<file path="src/tpi_pkg.sv">
package tpi_pkg;

  // Register offsets
  localparam logic [7:0] TPI_ADDR_DATA      = 8'hAE;
  localparam logic [7:0] TPI_ADDR_DIRECTION = 8'hAF;
  localparam logic [7:0] TPI_ADDR_CONTROL   = 8'hB0;
  localparam logic [7:0] TPI_ADDR_STATUS    = 8'hB1;

  // Reset values
  localparam logic [7:0] TPI_RST_DATA      = 8'h00;
  localparam logic [7:0] TPI_RST_DIRECTION = 8'h00;
  localparam logic [7:0] TPI_RST_CONTROL   = 8'h00;

  // Control register fields
  localparam int TPI_CTL_TIMER_RUN    = 0;
  localparam int TPI_CTL_ACCUM_RUN    = 1;
  localparam int TPI_CTL_DEBUG_FREEZE = 2;
  localparam int TPI_CTL_WAIT_HALT    = 3;
  localparam int TPI_CTL_ACCUM_EDGE   = 4;
  localparam int TPI_CTL_ACCUM_GATED  = 5;

  // Status register fields
  localparam int TPI_STS_TIMER_ACTIVE = 0;
  localparam int TPI_STS_ACCUM_ACTIVE = 1;

  // Port geometry
  localparam int TPI_PINS      = 8;
  localparam int TPI_ACCUM_PIN = 7;

  // Divide-by-64 prescaler terminal count
  localparam logic [5:0] TPI_DIV64_LAST = 6'h3F;

  typedef struct packed {
    logic accum_gated;
    logic accum_edge;
    logic wait_halt_bit;
    logic debug_freeze_bit;
    logic accum_run_bit;
    logic timer_run_bit;
  } tpi_ctrl_type;

  typedef struct packed {
    logic [7:0] level;
    logic [7:0] rise;
    logic [7:0] fall;
  } tpi_chan_type;

  typedef struct packed {
    logic stop_mode;
    logic wait_mode;
    logic background_debug_state;
  } tpi_mode_type;

endpackage

</file>
<file path="src/tpi_port_io.sv">
`timescale 1ns/100ps
// Contract
// Data read returns pin level for inputs, driver value for outputs.
// Data writes go to a latch; it drives only output pins.
// Pins under output compare ignore data latch writes.
// Accumulator input pulses must exceed two module clocks.
// Capture input pulses must exceed two module clocks.
// Direction bit 0 input, 1 output; cleared at reset; always accessible.
// Enabled output compare forces pin to output; direction bit kept.
// With compare disabled, direction bit rules the pin again.
// Input capture never overrides the direction bit.
// Stop mode halts the timer completely.
// Debug mode keeps timer running unless freeze bit is set.
// Wait mode keeps counters running unless wait halt bit set; here the bit halts only the timer, accumulator run is kept.
// Timer runs only with timer run bit set; registers stay accessible.
// Timer disabled removes the divide-by-64 accumulator clock.
// Accumulator run bit clear stops accumulator; registers stay accessible.
// Pin seven is accumulator input; selected edge counts an event.
// Accumulator run is independent of timer run.
// Pins map to channels one-to-one through a synchroniser.
// Register accesses are single cycle, effective next clock edge.
module tpi_port_io (
  // Clock and reset
  input  wire logic                        clk_sys,
  input  wire logic                        rstn,
  input  wire logic                        clk_en,
  // Register port
  input  wire logic [7:0]                  reg_addr,
  input  wire logic [7:0]                  reg_wdata,
  input  wire logic                        reg_wr,
  input  wire logic                        reg_rd,
  output logic [7:0]                       reg_rdata,
  // Device modes
  input  tpi_pkg::tpi_mode_type            mode,
  // Timer output compare
  input  wire logic [tpi_pkg::TPI_PINS-1:0] oc_enable,
  input  wire logic [tpi_pkg::TPI_PINS-1:0] oc_level,
  // Pins
  input  wire logic [tpi_pkg::TPI_PINS-1:0] pin_in,
  output logic [tpi_pkg::TPI_PINS-1:0]     pin_out,
  output logic [tpi_pkg::TPI_PINS-1:0]     pin_oe_n,
  // Timer side
  output tpi_pkg::tpi_chan_type            chan,
  output logic                             timer_run,
  output logic                             accum_run,
  output logic                             div64_tick,
  output logic                             accum_event,
  output logic                             accum_gate_tick,
  output logic                             accum_gate_end
);
  import tpi_pkg::*;

  logic [TPI_PINS-1:0] timer_pin_data;
  logic [TPI_PINS-1:0] timer_pin_direction;
  tpi_ctrl_type        control;
  logic [TPI_PINS-1:0] next_drive;
  logic [TPI_PINS-1:0] next_dir;
  logic [TPI_PINS-1:0] pin_readback;
  logic [7:0]          next_rdata;
  logic [7:0]          status;
  logic                accum_level;
  logic                accum_gate_open;

  tpi_sync u_sync (
    .clk_sys (clk_sys),
    .rstn    (rstn),
    .clk_en  (clk_en),
    .pin_in  (pin_in),
    .chan    (chan)
  );

  tpi_run_ctl u_run (
    .clk_sys    (clk_sys),
    .rstn       (rstn),
    .clk_en     (clk_en),
    .mode       (mode),
    .ctrl       (control),
    .timer_run  (timer_run),
    .accum_run  (accum_run),
    .div64_tick (div64_tick)
  );

  // Data latch
  always_ff @(posedge clk_sys or negedge rstn) begin
    if (!rstn) begin
      timer_pin_data <= TPI_RST_DATA;
    end else if (clk_en && reg_wr && (reg_addr == TPI_ADDR_DATA)) begin
      timer_pin_data <= reg_wdata;
    end
  end

  // Direction register
  always_ff @(posedge clk_sys or negedge rstn) begin
    if (!rstn) begin
      timer_pin_direction <= TPI_RST_DIRECTION;
    end else if (clk_en && reg_wr && (reg_addr == TPI_ADDR_DIRECTION)) begin
      timer_pin_direction <= reg_wdata;
    end
  end

  // Control register
  always_ff @(posedge clk_sys or negedge rstn) begin
    if (!rstn) begin
      control <= tpi_ctrl_type'(TPI_RST_CONTROL[5:0]);
    end else if (clk_en && reg_wr && (reg_addr == TPI_ADDR_CONTROL)) begin
      control <= tpi_ctrl_type'(reg_wdata[5:0]);
    end
  end

  // Pin drive and direction
  always_comb begin
    for (int i = 0; i < TPI_PINS; i++) begin
      next_dir[i]   = timer_pin_direction[i] | oc_enable[i];
      next_drive[i] = oc_enable[i] ? oc_level[i] : timer_pin_data[i];
    end
  end

  always_ff @(posedge clk_sys or negedge rstn) begin
    if (!rstn) begin
      pin_out  <= 8'h00;
      pin_oe_n <= 8'hFF;
    end else if (clk_en) begin
      pin_out  <= next_drive;
      pin_oe_n <= ~next_dir;
    end
  end

  // Readback: pin level for inputs, driver value for outputs
  always_comb begin
    for (int i = 0; i < TPI_PINS; i++) begin
      pin_readback[i] = pin_oe_n[i] ? chan.level[i] : pin_out[i];
    end
  end

  always_comb begin
    status                       = 8'h00;
    status[TPI_STS_TIMER_ACTIVE] = timer_run;
    status[TPI_STS_ACCUM_ACTIVE] = accum_run;
  end

  always_comb begin
    case (reg_addr)
      TPI_ADDR_DATA:      next_rdata = pin_readback;
      TPI_ADDR_DIRECTION: next_rdata = timer_pin_direction;
      TPI_ADDR_CONTROL:   next_rdata = {2'b00, control};
      TPI_ADDR_STATUS:    next_rdata = status;
      default:            next_rdata = 8'h00;
    endcase
  end

  // Read data stands only in the cycle after the strobe
  always_ff @(posedge clk_sys or negedge rstn) begin
    if (!rstn) begin
      reg_rdata <= 8'h00;
    end else if (clk_en) begin
      reg_rdata <= reg_rd ? next_rdata : 8'h00;
    end
  end

  // Pulse accumulator input on pin seven
  assign accum_level     = chan.level[TPI_ACCUM_PIN];
  assign accum_gate_open = accum_level ^ control.accum_edge;

  always_ff @(posedge clk_sys or negedge rstn) begin
    if (!rstn) begin
      accum_event     <= 1'b0;
      accum_gate_tick <= 1'b0;
      accum_gate_end  <= 1'b0;
    end else if (clk_en) begin
      accum_event <= accum_run && !control.accum_gated &&
                     (control.accum_edge ? chan.rise[TPI_ACCUM_PIN] : chan.fall[TPI_ACCUM_PIN]);
      accum_gate_tick <= accum_run && control.accum_gated && div64_tick && accum_gate_open;
      accum_gate_end  <= accum_run && control.accum_gated &&
                         (control.accum_edge ? chan.rise[TPI_ACCUM_PIN] : chan.fall[TPI_ACCUM_PIN]);
    end
  end

endmodule // tpi_port_io

</file>
<file path="src/tpi_run_ctl.sv">
`timescale 1ns/100ps
module tpi_run_ctl (
  // Clock and reset
  input  wire logic           clk_sys,
  input  wire logic           rstn,
  input  wire logic           clk_en,
  // Controls
  input  tpi_pkg::tpi_mode_type mode,
  input  tpi_pkg::tpi_ctrl_type ctrl,
  // Run state
  output logic                timer_run,
  output logic                accum_run,
  output logic                div64_tick
);
  import tpi_pkg::*;

  logic [5:0] prescale;
  logic       next_timer_run;
  logic       next_accum_run;

  always_comb begin
    next_timer_run = ctrl.timer_run_bit;
    if (mode.stop_mode) begin
      next_timer_run = 1'b0;
    end
    if (mode.background_debug_state && ctrl.debug_freeze_bit) begin
      next_timer_run = 1'b0;
    end
    if (mode.wait_mode && ctrl.wait_halt_bit) begin
      next_timer_run = 1'b0;
    end
    next_accum_run = ctrl.accum_run_bit && !mode.stop_mode;
  end

  always_ff @(posedge clk_sys or negedge rstn) begin
    if (!rstn) begin
      timer_run <= 1'b0;
      accum_run <= 1'b0;
    end else if (clk_en) begin
      timer_run <= next_timer_run;
      accum_run <= next_accum_run;
    end
  end

  // Prescaler only advances while the timer runs
  always_ff @(posedge clk_sys or negedge rstn) begin
    if (!rstn) begin
      prescale   <= 6'h00;
      div64_tick <= 1'b0;
    end else if (clk_en) begin
      if (timer_run) begin
        prescale   <= prescale + 6'h01;
        div64_tick <= (prescale == TPI_DIV64_LAST);
      end else begin
        div64_tick <= 1'b0;
      end
    end
  end

endmodule // tpi_run_ctl

</file>
<file path="src/tpi_sync.sv">
`timescale 1ns/100ps
module tpi_sync (
  // Clock and reset
  input  wire logic                    clk_sys,
  input  wire logic                    rstn,
  input  wire logic                    clk_en,
  // Pins
  input  wire logic [tpi_pkg::TPI_PINS-1:0] pin_in,
  // Synchronised view
  output tpi_pkg::tpi_chan_type        chan
);
  import tpi_pkg::*;

  logic [TPI_PINS-1:0] stage1;
  logic [TPI_PINS-1:0] stage2;
  logic [TPI_PINS-1:0] stage3;
  logic [TPI_PINS-1:0] level;
  logic [TPI_PINS-1:0] rise;
  logic [TPI_PINS-1:0] fall;

  genvar i;
  generate
    for (i = 0; i < TPI_PINS; i++) begin : g_bit
      // Three flops, level taken once stages two and three agree
      always_ff @(posedge clk_sys or negedge rstn) begin
        if (!rstn) begin
          stage1[i] <= 1'b0;
          stage2[i] <= 1'b0;
          stage3[i] <= 1'b0;
          level[i]  <= 1'b0;
          rise[i]   <= 1'b0;
          fall[i]   <= 1'b0;
        end else if (clk_en) begin
          stage1[i] <= pin_in[i];
          stage2[i] <= stage1[i];
          stage3[i] <= stage2[i];
          if (stage2[i] == stage3[i]) begin
            level[i] <= stage3[i];
          end
          rise[i] <= (stage2[i] == stage3[i]) && stage3[i] && !level[i];
          fall[i] <= (stage2[i] == stage3[i]) && !stage3[i] && level[i];
        end
      end
    end
  endgenerate

  assign chan.level = level;
  assign chan.rise  = rise;
  assign chan.fall  = fall;

endmodule // tpi_sync
</file>
<file path="config.mk">
export PLATFORM = sky130hd
export DESIGN_NAME = tpi_port_io
export DESIGN_NICKNAME = d
export VERILOG_FILES = /design/src/tpi_pkg.sv /design/src/tpi_port_io.sv /design/src/tpi_run_ctl.sv /design/src/tpi_sync.sv
export SDC_FILE = /design/constraint.sdc
export NUM_CORES = 1
export LEC_CHECK = 0
export ABC_CLOCK_PERIOD_IN_PS = 3460
export BUFFER_PORTS_ARGS = -buffer_cell sky130_fd_sc_hd__buf_2
export CAP_MARGIN = 25
export CORE_AREA = 2 2 119 121
export DETAILED_ROUTE_END_ITERATION = 10
export DIE_AREA = 0 0 121 123
export GPL_ROUTABILITY_DRIVEN = 0
export REMOVE_ABC_BUFFERS = 1
export SLEW_MARGIN = 40
export SYNTH_ARGS = -nofsm -noshare
export SYNTH_HDL_FRONTEND = slang
export SYNTH_SLANG_ARGS = --single-unit
</file>
<file path="constraint.sdc">
create_clock -name clk_sys -period 3.46 [get_ports clk_sys]
set_input_delay 0.346 -clock clk_sys [delete_from_list [all_inputs] [get_ports clk_sys]]
set_output_delay 0.346 -clock clk_sys [all_outputs]
set_load 0.02 [all_outputs]
</file>
# Word level (Yosys, flattened, before mapping)
# Index checks and enable logic that the tools add are counted.
totals:
  output_inout_bits: 54
  reg_bits: 106
  word_cells: 185
  input_bits: 48
op_classes:
  n_eq_ne: 13
  reduce_logical: 72
  muxes: 23
  bitwise: 10
  n_addsub: 1
ops:
  columns: ["op", "n"]
  rows:
  - ["$logic_and A1 B1 Y1", 45]
  - ["$eq A8 B8 Y1 const B", 4]
  - ["$pmux W8 S4", 1]
  - ["$mux W1", 21]
  - ["$logic_not A1 Y1", 18]
  - ["$reduce_and A2 Y1", 9]
  - ["$eq A1 B1 Y1", 8]
  - ["$mux W8", 1]
  - ["$not A8 Y8", 1]
  - ["$or A1 B1 Y1", 8]
  - ["$add A6 B1 Y6 const B", 1]
  - ["$eq A6 B6 Y1 const B", 1]
  - ["$xor A1 B1 Y1", 1]

# Longest topological paths before layout
# Gate-level depths: netlist of run 1.
logic_depth:
  depth_word: 3
  depth_mapped: 6
  mapped_depth_nobuf: 4

# Cells and area by module
# Synthesis of run 1 repeated with hierarchy kept, for this count alone.
hier_totals:
  cells_unflattened: 406
  area_unflattened_um2: 4803.4
modules_own_cells:
  columns: ["mod", "instances", "cells_each", "seq_area_each_um2", "area_each_um2"]
  rows:
  - ["tpi_port_io", 1, 179, 1236.2, 2257.2]
  - ["tpi_sync", 1, 192, 1201.2, 2157.1]
  - ["tpi_run_ctl", 1, 35, 225.2, 389.1]

# Worst setup path before layout of run 1
# No wires, ideal clock.
synth_path:
  kind: "input -> register"
  startpoint: "in clk_en"
  endpoint: "reg timer_pin_data[0]"
  cell_stages: 6
  setup_time_ns: 0.125
  arrival_ns: 1.390
  slack_ns: 1.945
  required_time_ns: 3.335
  path_cell_list: "buf_6 and4b_1 buf_6 and4b_1 buf_6 mux2_4"
synth_via:
  elab_chain_len: 2
synth_rtl:
  columns: ["item", "line_no", "text"]
  rows:
  - ["start: declaration", "tpi_port_io.sv:26", "input wire logic clk_en,"]
  - ["$logic_and A1 B1 Y1 (2 in series)", "tpi_port_io.sv:87", "end else if (clk_en && reg_wr && (reg_addr == TPI_ADDR_DATA)) begin"]
  - ["end signal: assignment", "tpi_port_io.sv:88", "timer_pin_data <= reg_wdata;"]
  - ["end: declaration", "tpi_port_io.sv:53", "logic [TPI_PINS-1:0] timer_pin_data;"]
# Every way passes these cells.
# A chain may end at the register's enable or synchronous reset.

# Final worst setup path of run 1
layout_path:
  startpoint: "in reg_addr[6]"
  endpoint: "reg timer_pin_data[3]"
layout_via:
  elab_chain_len: 2
layout_rtl:
  columns: ["item", "line_no", "text"]
  rows:
  - ["start: declaration", "tpi_port_io.sv:28", "input wire logic [7:0] reg_addr,"]
  - ["$eq A8 B8 Y1", "tpi_port_io.sv:87", null]
  - ["$logic_and A1 B1 Y1", "tpi_port_io.sv:87", null]
# Every way passes these cells.

==> metrics.log, run 1 <==
INFO  metric run_status = finished, final reports clean
INFO  metric post_synth_inst_count = 397
INFO  metric worst-setup-path-type = in2reg
INFO  metric vdd_ir_drop_max = 0.2182 mV
INFO  metric ios = 102
INFO  metric slew_viol_final = 0
INFO  metric wl = 10.63 mm
INFO  metric cts.repair.resized = 0
INFO  metric route.detailed.wl_per_inst = 15.68 um
INFO  metric yosysUniqueCellTypes = 36
INFO  metric initial_utilization = 34.52%
INFO  metric grt_overflow = 0
INFO  metric finalSetupViolCount = 0
INFO  metric yosysTopAreaCellShare = 52.20%
INFO  metric nNetsFinal = 558
INFO  metric tritoncts_clock_tree = done
INFO  metric clk-insertion-delay-late = 340 ps
INFO  metric cts_sinks = 106
INFO  metric timing.critical_path.to_type = register
INFO  metric tritoncts.num_buffers = 9
INFO  metric setup-tns-final = 0 ps
INFO  metric post_drt_via_cell_ratio = 4.794
INFO  metric critPathTopFamily = simple AND/OR/NAND/NOR gates
INFO  metric core.rowCount = 43
INFO  metric cts_hold_fix_bufs = 0
INFO  metric synth.yosys.seq_area_share = 56.67%
INFO  metric maxClockFrequency = 0.5538 GHz
INFO  metric timing.critical_path.required = 3680 ps
INFO  metric period_share = 52.19%
INFO  metric place_hpwl = 7.619 mm
INFO  metric syn_to_final_growth = 20.35%
INFO  metric drc_errors = 0
INFO  metric crit_path_frequent_cell = sky130_fd_sc_hd__and4b_1
INFO  metric num_vias = 3250
INFO  metric critPathBufInv = 1
INFO  metric worst_ep_arrival_time = 2030 ps
INFO  metric grt_pass1_wl = 17.53 mm
INFO  metric globalRouteTotalUtil = 15.28%
INFO  metric antenna-diode-count = 0
INFO  metric crit_chain = buf_2 -> and4b_1 -> and4b_1 -> mux2_4
INFO  metric timing.critical_path.from_type = input port
INFO  metric cap_violations = 0
INFO  metric synth.top_cells.by_area = sky130_fd_sc_hd__dfrtp_1, sky130_fd_sc_hd__mux2_2, sky130_fd_sc_hd__ha_1
INFO  metric floorplan.die.width = 121 um
INFO  metric fp.coreArea = 13610 sq um
INFO  metric cell_with_the_biggest_individual_delay_on_the_critical_path = sky130_fd_sc_hd__and4b_1
INFO  metric max_stage_delay = 770 ps
INFO  metric synth_largest_area_cell = sky130_fd_sc_hd__dfrtp_1
INFO  metric detailed_routing_iterations_pass_1 = 6
INFO  metric detail_route.iter0.violations = 187
INFO  metric final_period_minus_worst_setup_slack = 1806 ps
INFO  metric final_antenna_net_count = 0
INFO  metric critical_path_peak_fanout = 8
INFO  metric number_of_antenna_violations_at_the_first_check_in_global_routing = 0
INFO  metric port-buffer-count = 101
INFO  metric grt_start_max_net_pins = 88
INFO  metric number_of_warnings_printed_during_yosys_synthesis = 0
INFO  metric die_area = 14880 sq um
INFO  metric deepest_clock_path_buffer_count = 2
INFO  metric synthArstFlopShare = 100.0%
INFO  metric unrepaired_setup_endpoints_after_global_routing = false
INFO  metric min-delay-path-class = in2reg
INFO  metric synth.avg_cell_area = 11.83 sq um
INFO  metric die-height = 123 um
INFO  metric fin_util = 41.54%
INFO  metric final_cell_mix = sky130_fd_sc_hd__buf_2, sky130_fd_sc_hd__dfrtp_1, sky130_fd_sc_hd__o21ai_0
INFO  metric clock_slew_at_the_register_clock_pins_of_the_worst_setup_and_hold_paths = 70 ps
INFO  metric yosys_most_used_dff = sky130_fd_sc_hd__dfrtp_1
INFO  metric ys_ff_latch = 106
INFO  metric cts_max_level = 3
INFO  metric clockRootBuffer = sky130_fd_sc_hd__clkbuf_16
INFO  metric drive_gt1_share = 32.93%
INFO  metric synthesis.area = 4698 sq um
INFO  metric timing_worst_slew_pin_value = 774.5 ps
INFO  metric pwr_density_cell = 513.7 nW/um^2
INFO  metric post-cts-setup-buffer-count = 0
INFO  metric timing.slew.headroom = 48.33%
INFO  metric totalPowerFinal = 2.904 mW
INFO  metric p_leak = 2.821 nW
INFO  metric timing_hold_violations_final = 0
INFO  metric layout_commonest_cell = sky130_fd_sc_hd__buf_2
INFO  metric clock-skew-final = 4.490 ps
INFO  metric grt_pass1_vias = 3379
INFO  metric synth-edff-count = 0
## metal layers
metal	wire [um]	up-vias	track usage, %	part of all wire [%]
met2	4932	77	24.16	46
li1	-	1598	-	-
met4	129	0	5.233	1.2
met1	5028	1565	20.96	47
met3	543	10	3.183	5.1
met5	0	-	0	0
## worst paths after layout
check | slack, ps | cells after the start | endpoint | start
min in group asynchronous | 490 | 2 | timer_pin_data[5]$_DFFE_PN0P_ | rstn
worst min-delay path | 180 | 2 | pin_oe_n[4]$_DFFE_PN1P_ | oc_enable[4]
max in group asynchronous | 2070 | 4 | pin_oe_n[5]$_DFFE_PN1P_ | rstn
worst max register to register | 2110 | 3 | reg_rdata[5]$_DFFE_PN0P_ | pin_oe_n[5]$_DFFE_PN1P_
worst min register to register | 450 | 1 | pin_oe_n[7]$_DFFE_PN1P_ | timer_pin_direction[7]$_DFFE_PN0P_
worst max-delay path | 1650 | 4 | timer_pin_data[3]$_DFFE_PN0P_ | reg_addr[6]
## power by group
| part | internal (mW) | switching, mW | total (mW) |
|---|---|---|---|
| sequential | 1.37 | 0.100 | 1.47 |
| clock | 0.528 | 0.429 | 0.957 |
| combinational | 0.190 | 0.293 | 0.482 |
## flip-flops by register name, summed over array words and instances (netlist names), 8 cells and up
register / flops
u_sync.stage3: 8
u_sync.stage2: 8
u_sync.chan: 24
u_sync.stage1: 8
timer_pin_data: 8
timer_pin_direction: 8
reg_rdata: 8
pin_oe_n: 8
pin_out: 8
## synth_stat cells, types with 2 or more instances
master / number
sky130_fd_sc_hd__dfrtp_1: 98
sky130_fd_sc_hd__o21ai_0: 41
sky130_fd_sc_hd__nand2_1: 34
sky130_fd_sc_hd__mux2_2: 27
sky130_fd_sc_hd__inv_1: 26
sky130_fd_sc_hd__ha_1: 17
sky130_fd_sc_hd__mux2i_1: 17
sky130_fd_sc_hd__nor2_1: 17
sky130_fd_sc_hd__o31ai_1: 16
sky130_fd_sc_hd__clkbuf_1: 12
sky130_fd_sc_hd__nand3_1: 11
sky130_fd_sc_hd__a22o_1: 10
sky130_fd_sc_hd__a21oi_1: 8
sky130_fd_sc_hd__dfstp_2: 8
sky130_fd_sc_hd__mux2_4: 8
sky130_fd_sc_hd__nor2b_1: 6
sky130_fd_sc_hd__and4b_1: 5
sky130_fd_sc_hd__a221o_1: 4
sky130_fd_sc_hd__buf_6: 4
sky130_fd_sc_hd__xnor2_1: 4
sky130_fd_sc_hd__buf_2: 3
sky130_fd_sc_hd__a41oi_1: 2
sky130_fd_sc_hd__and3_1: 2
sky130_fd_sc_hd__buf_1: 2
sky130_fd_sc_hd__nand4_1: 2
sky130_fd_sc_hd__o2bb2ai_1: 2
sky130_fd_sc_hd__xor2_1: 2
## worst reg2reg max path: stages, from the launching register on
cell	delay [ps]
sky130_fd_sc_hd__dfstp_2	550
sky130_fd_sc_hd__mux2i_1	200
sky130_fd_sc_hd__o21ai_0	120
sky130_fd_sc_hd__a221o_1	370
## cell families after synthesis
logic type	count (synthesis)	share of synthesized area (%)
DFF	106	56.67
and+or+nand+nor	81	8.548
AOI/OAI and AO/OA	87	11.93
buffers and inverters	48	4.554
adders and majority gates	17	4.527
muxes	52	12.65
xor gates and xnor gates	6	1.119
## area by class of cell
cell class,instances,area (sq um)
clock inverter,2,12.51
tap,180,225.2
fill,1326,7958
clock buffer,14,264.0
timing repair buffer,106,564.3
sequential,106,2663
inverter,27,103.9
multi-input combinational,243,1822
## metrics by stage
stage	setup WS, ps	hold slack [ps]	instances	area [sq um]
after global placement	1214	421.6	660	5341
after CTS	1645	90.48	676	5620
after floorplan	1830	50.41	376	4586
after detailed placement	1271	445.5	660	5344
final	1654	179.2	678	5654
after global routing	1578	176.3	678	5654
No activity file was read; power rests on OpenSTA's default activity.
==> inputs of run 2 (changes only) <==
Settings changed: ABC_AREA set to 1, ABC_CLOCK_PERIOD_IN_PS 3460 to 1600, CORE_AREA 2 2 119 121 to 2 2 121 123, DIE_AREA 0 0 121 123 to 0 0 123 125.
Clock period 3.46 ns to 1.6 ns, I/O delays scaled along.
==> run 2 against run 1 <==
  * Synthesized area grew 3.3%
  * Routed wire length up 11%
  * Sequential power rose by 120%
  * Non-clock buffer count rose by 12
  * Design area up 5.2%
  * Utilization is 0.32 points higher
  * Clock skew barely moved
  * Register-to-register slack lost 1700 ps
  * Hold slack worse by 160 ps
  * Clock power grew 110%
==> metrics.log, run 2 <==
INFO  metric period_share = 76.74%
INFO  metric initial_utilization = 34.17% (-0.35 points)
INFO  metric crit_chain = buf_2
INFO  metric number_of_antenna_violations_at_the_first_check_in_global_routing = 1 (+1)
INFO  metric die-height = 125 um (+1.6%)
INFO  metric whs = 20.30 ps (-158.9 ps)
INFO  metric placedCellCount = 818 (+24%)
INFO  metric timing.critical_path.required = 1440 ps (-2240 ps)
INFO  metric cts_max_level = 3 (unchanged)
INFO  metric clockRootBuffer = sky130_fd_sc_hd__clkbuf_16
INFO  metric critical_path_peak_fanout = 4 (-4)
INFO  metric final_cell_mix = sky130_fd_sc_hd__nand2_1, sky130_fd_sc_hd__buf_2, sky130_fd_sc_hd__dfrtp_1
INFO  metric worst_ep_arrival_time = 1070 ps (-960 ps)
INFO  metric synth_largest_area_cell = sky130_fd_sc_hd__dfrtp_1
INFO  metric min-delay-path-class = in2reg
INFO  metric timing.critical_path.from_type = register
INFO  metric synth.avg_cell_area = 8.938 sq um (-24%)
INFO  metric timing.critical_path.to_type = output port
INFO  metric cts_hold_fix_bufs = 8 (+8)
INFO  metric ys_ff_latch = 106 (unchanged)
INFO  metric tritoncts_clock_tree = done
INFO  metric maxClockFrequency = 0.8144 GHz
INFO  metric synthMostInstantiatedCell = sky130_fd_sc_hd__nand2_1
INFO  metric die_area = 15380 sq um (+3.3%)
INFO  metric antenna-diode-count = 0 (unchanged)
INFO  metric detailed_routing_iterations_pass_1 = 4 (-2)
INFO  metric finalNonFillerCells = 841 (+24%)
INFO  metric finalSetupViolCount = 0 (unchanged)
INFO  metric synth.yosys.seq_area_share = 54.86% (-1.8 points)
INFO  metric tritoncts.num_buffers = 9 (unchanged)
INFO  metric cts_sinks = 106 (unchanged)
INFO  metric unrepaired_setup_endpoints_after_global_routing = false
INFO  metric vdd_ir_drop_max = 0.5414 mV (+150%)
INFO  metric post-cts-setup-buffer-count = 0 (unchanged)
INFO  metric ios = 102 (unchanged)
INFO  metric timing.slew.headroom = 62.45% (+14 points)
INFO  metric deepest_clock_path_buffer_count = 2 (unchanged)
INFO  metric route.detailed.wl_per_inst = 13.99 um (-11%)
INFO  metric drive_gt1_share = 22.83% (-10 points)
INFO  metric placed_area = 5594 sq um (+4.7%)
INFO  metric timing_worst_slew_pin_value = 561.9 ps (-212.6 ps)
INFO  metric wl = 11.76 mm (+11%)
INFO  metric grt_start_max_net_pins = 61 (-31%)
INFO  metric synthesis.area = 4853 sq um (+3.3%)
INFO  metric cts.repair.resized = 0 (unchanged)
INFO  metric place_hpwl = 8.757 mm (+15%)
INFO  metric post_synth_inst_count = 543 (+37%)
INFO  metric multi_input_comb_area = 1899 sq um (+4.3%)
INFO  metric seqCellArea = 2663 sq um (unchanged)
INFO  metric p_leak = 3.151 nW (+12%)
INFO  metric grt_pass1_wl = 19.37 mm (+11%)
INFO  metric cap_violations = 0 (unchanged)
INFO  metric nFillCells = 1434 (+8.1%)
INFO  metric number_of_warnings_printed_during_yosys_synthesis = 0 (unchanged)
INFO  metric yosysUniqueCellTypes = 31 (-14%)
INFO  metric max_stage_delay = 560 ps (-210 ps)
INFO  metric port-buffer-count = 101 (unchanged)
INFO  metric critPathTopFamily = flip-flops
INFO  metric synthTopCellsByCount = sky130_fd_sc_hd__nand2_1, sky130_fd_sc_hd__dfrtp_1, sky130_fd_sc_hd__o21ai_0
INFO  metric drc_errors = 0 (unchanged)
INFO  metric final_antenna_net_count = 0 (unchanged)
INFO  metric grt_pass1_vias = 3957 (+17%)
INFO  metric largest_reg_flops = 24 (unchanged)
INFO  metric post_drt_via_cell_ratio = 4.696 (-2.0%)
INFO  metric design_area = 5946 sq um (+5.2%)
INFO  metric detail_route.iter0.violations = 183 (-2.1%)
INFO  metric synth.top_cells.by_area = sky130_fd_sc_hd__dfrtp_1, sky130_fd_sc_hd__nand2_1, sky130_fd_sc_hd__o21ai_0
INFO  metric globalRouteTotalUtil = 16.23% (+0.95 points)
INFO  metric timing_hold_violations_final = 0 (unchanged)
INFO  metric setup-tns-final = 0 ps (unchanged)
INFO  metric nNetsFinal = 719 (+29%)
INFO  metric clk-insertion-delay-late = 340 ps (about the same)
INFO  metric totalPowerFinal = 6.527 mW (+120%)
INFO  metric core.rowCount = 44 (+2.3%)
INFO  metric floorplan.die.width = 123 um (+1.7%)
INFO  metric clock-skew-final = 4.619 ps (+0.1290 ps)
INFO  metric cell_with_the_biggest_individual_delay_on_the_critical_path = sky130_fd_sc_hd__dfstp_2
INFO  metric num_vias = 3949 (+22%)
INFO  metric worst-setup-path-type = reg2out
INFO  metric critPathBufInv = 1 (unchanged)
INFO  metric synthArstFlopShare = 100.0% (unchanged)
INFO  metric pwr_density_cell = 1098 nW/um^2 (+110%)
INFO  metric final_period_minus_worst_setup_slack = 1228 ps
INFO  metric slew_viol_final = 0 (unchanged)
INFO  metric grt_overflow = 0 (unchanged)
INFO  metric layout_commonest_cell = sky130_fd_sc_hd__nand2_1
INFO  metric fp.coreArea = 14200 sq um (+4.3%)
INFO  metric yosysTopAreaCellShare = 50.53% (-1.7 points)
INFO  metric syn_to_final_growth = 22.51%
INFO  metric clock_slew_at_the_register_clock_pins_of_the_worst_setup_and_hold_paths = 70 ps (about the same)
INFO  metric synth-edff-count = 0 (unchanged)
INFO  metric run_status = finished, final reports clean
INFO  metric yosys_most_used_dff = sky130_fd_sc_hd__dfrtp_1
run 2: changes by cell type after synthesis, moves of 6 or more:
cell                      previous run  this run
sky130_fd_sc_hd__nand2_1            34       169
sky130_fd_sc_hd__nor2_1             17        25
sky130_fd_sc_hd__o21ai_0            41        59
sky130_fd_sc_hd__nor2b_1             6         0
sky130_fd_sc_hd__o31ai_1            16         9
sky130_fd_sc_hd__inv_1              26        48
sky130_fd_sc_hd__nand3_1            11        28
sky130_fd_sc_hd__mux2_2             27         1
sky130_fd_sc_hd__mux2i_1            17         0
sky130_fd_sc_hd__mux2_4              8         0
sky130_fd_sc_hd__a21oi_1             8        25
run 2: cells by family after synthesis:
logic type / share of synthesized area [%]
and+or+nand+nor: 21.68
DFF: 54.86
AOI/OAI and AO/OA: 11.94
buffers and inverters: 6.007
adders and majority gates: 4.382
xor gates and xnor gates: 0.9025
muxes: 0.2320
run 2: worst register-to-register path, delay by kind of cell (launching register included):
kind	cells	cell delay (ps)
DFF	1	420
xor gates and xnor gates	1	140
and+or+nand+nor	3	480
run 2: final timing paths:
kind	from	endpoint	slack, ps	depth (start not counted)
setup / recovery	pin_oe_n[1]$_DFFE_PN1P_	pin_oe_n[1]	370	1
min in group asynchronous	rstn	u_sync.chan[1]$_DFFE_PN0P_	270	2
hold / removal	pin_in[2]	u_sync.stage1[2]$_DFFE_PN0P_	20	3
max in group asynchronous	rstn	pin_oe_n[3]$_DFFE_PN1P_	710	3
hold reg to reg	timer_pin_direction[4]$_DFFE_PN0P_	pin_oe_n[4]$_DFFE_PN1P_	470	1
setup reg to reg	u_run.timer_run$_DFFE_PN0P_	u_run.prescale[5]$_DFFE_PN0P_	440	4
run 2: power breakdown:
group,switching (mW),total (mW),internal [mW],leakage [nW]
clock network,0.931,2.01,1.08,0.121
registers,0.277,3.30,3.02,1.29
logic,0.757,1.21,0.458,1.74
run 2: layer usage:
layer / track usage (%) / routed length, um
met5: 0 / 8
met4: 5.348 / 161
met2: 26.81 / 5522
met1: 21.43 / 5533
met3: 3.011 / 538
run 2: cell type report:
type                    count  area share [%]
inverters                  52           3.304
well taps                 184           3.872
multi-input cells         367           31.94
repair buffers            118           11.70
flip-flops and latches    106           44.78
clock buffers              12           4.146
clock inverters             2          0.2525
run 2: stage by stage:
step	worst slack, ps	utilization [%]
after floorplan	393.9	-
after global placement	228.7	39.39
after detailed placement	170.3	39.39
after CTS	357.4	41.79
after global routing	295.0	41.86
final	372.1	41.86
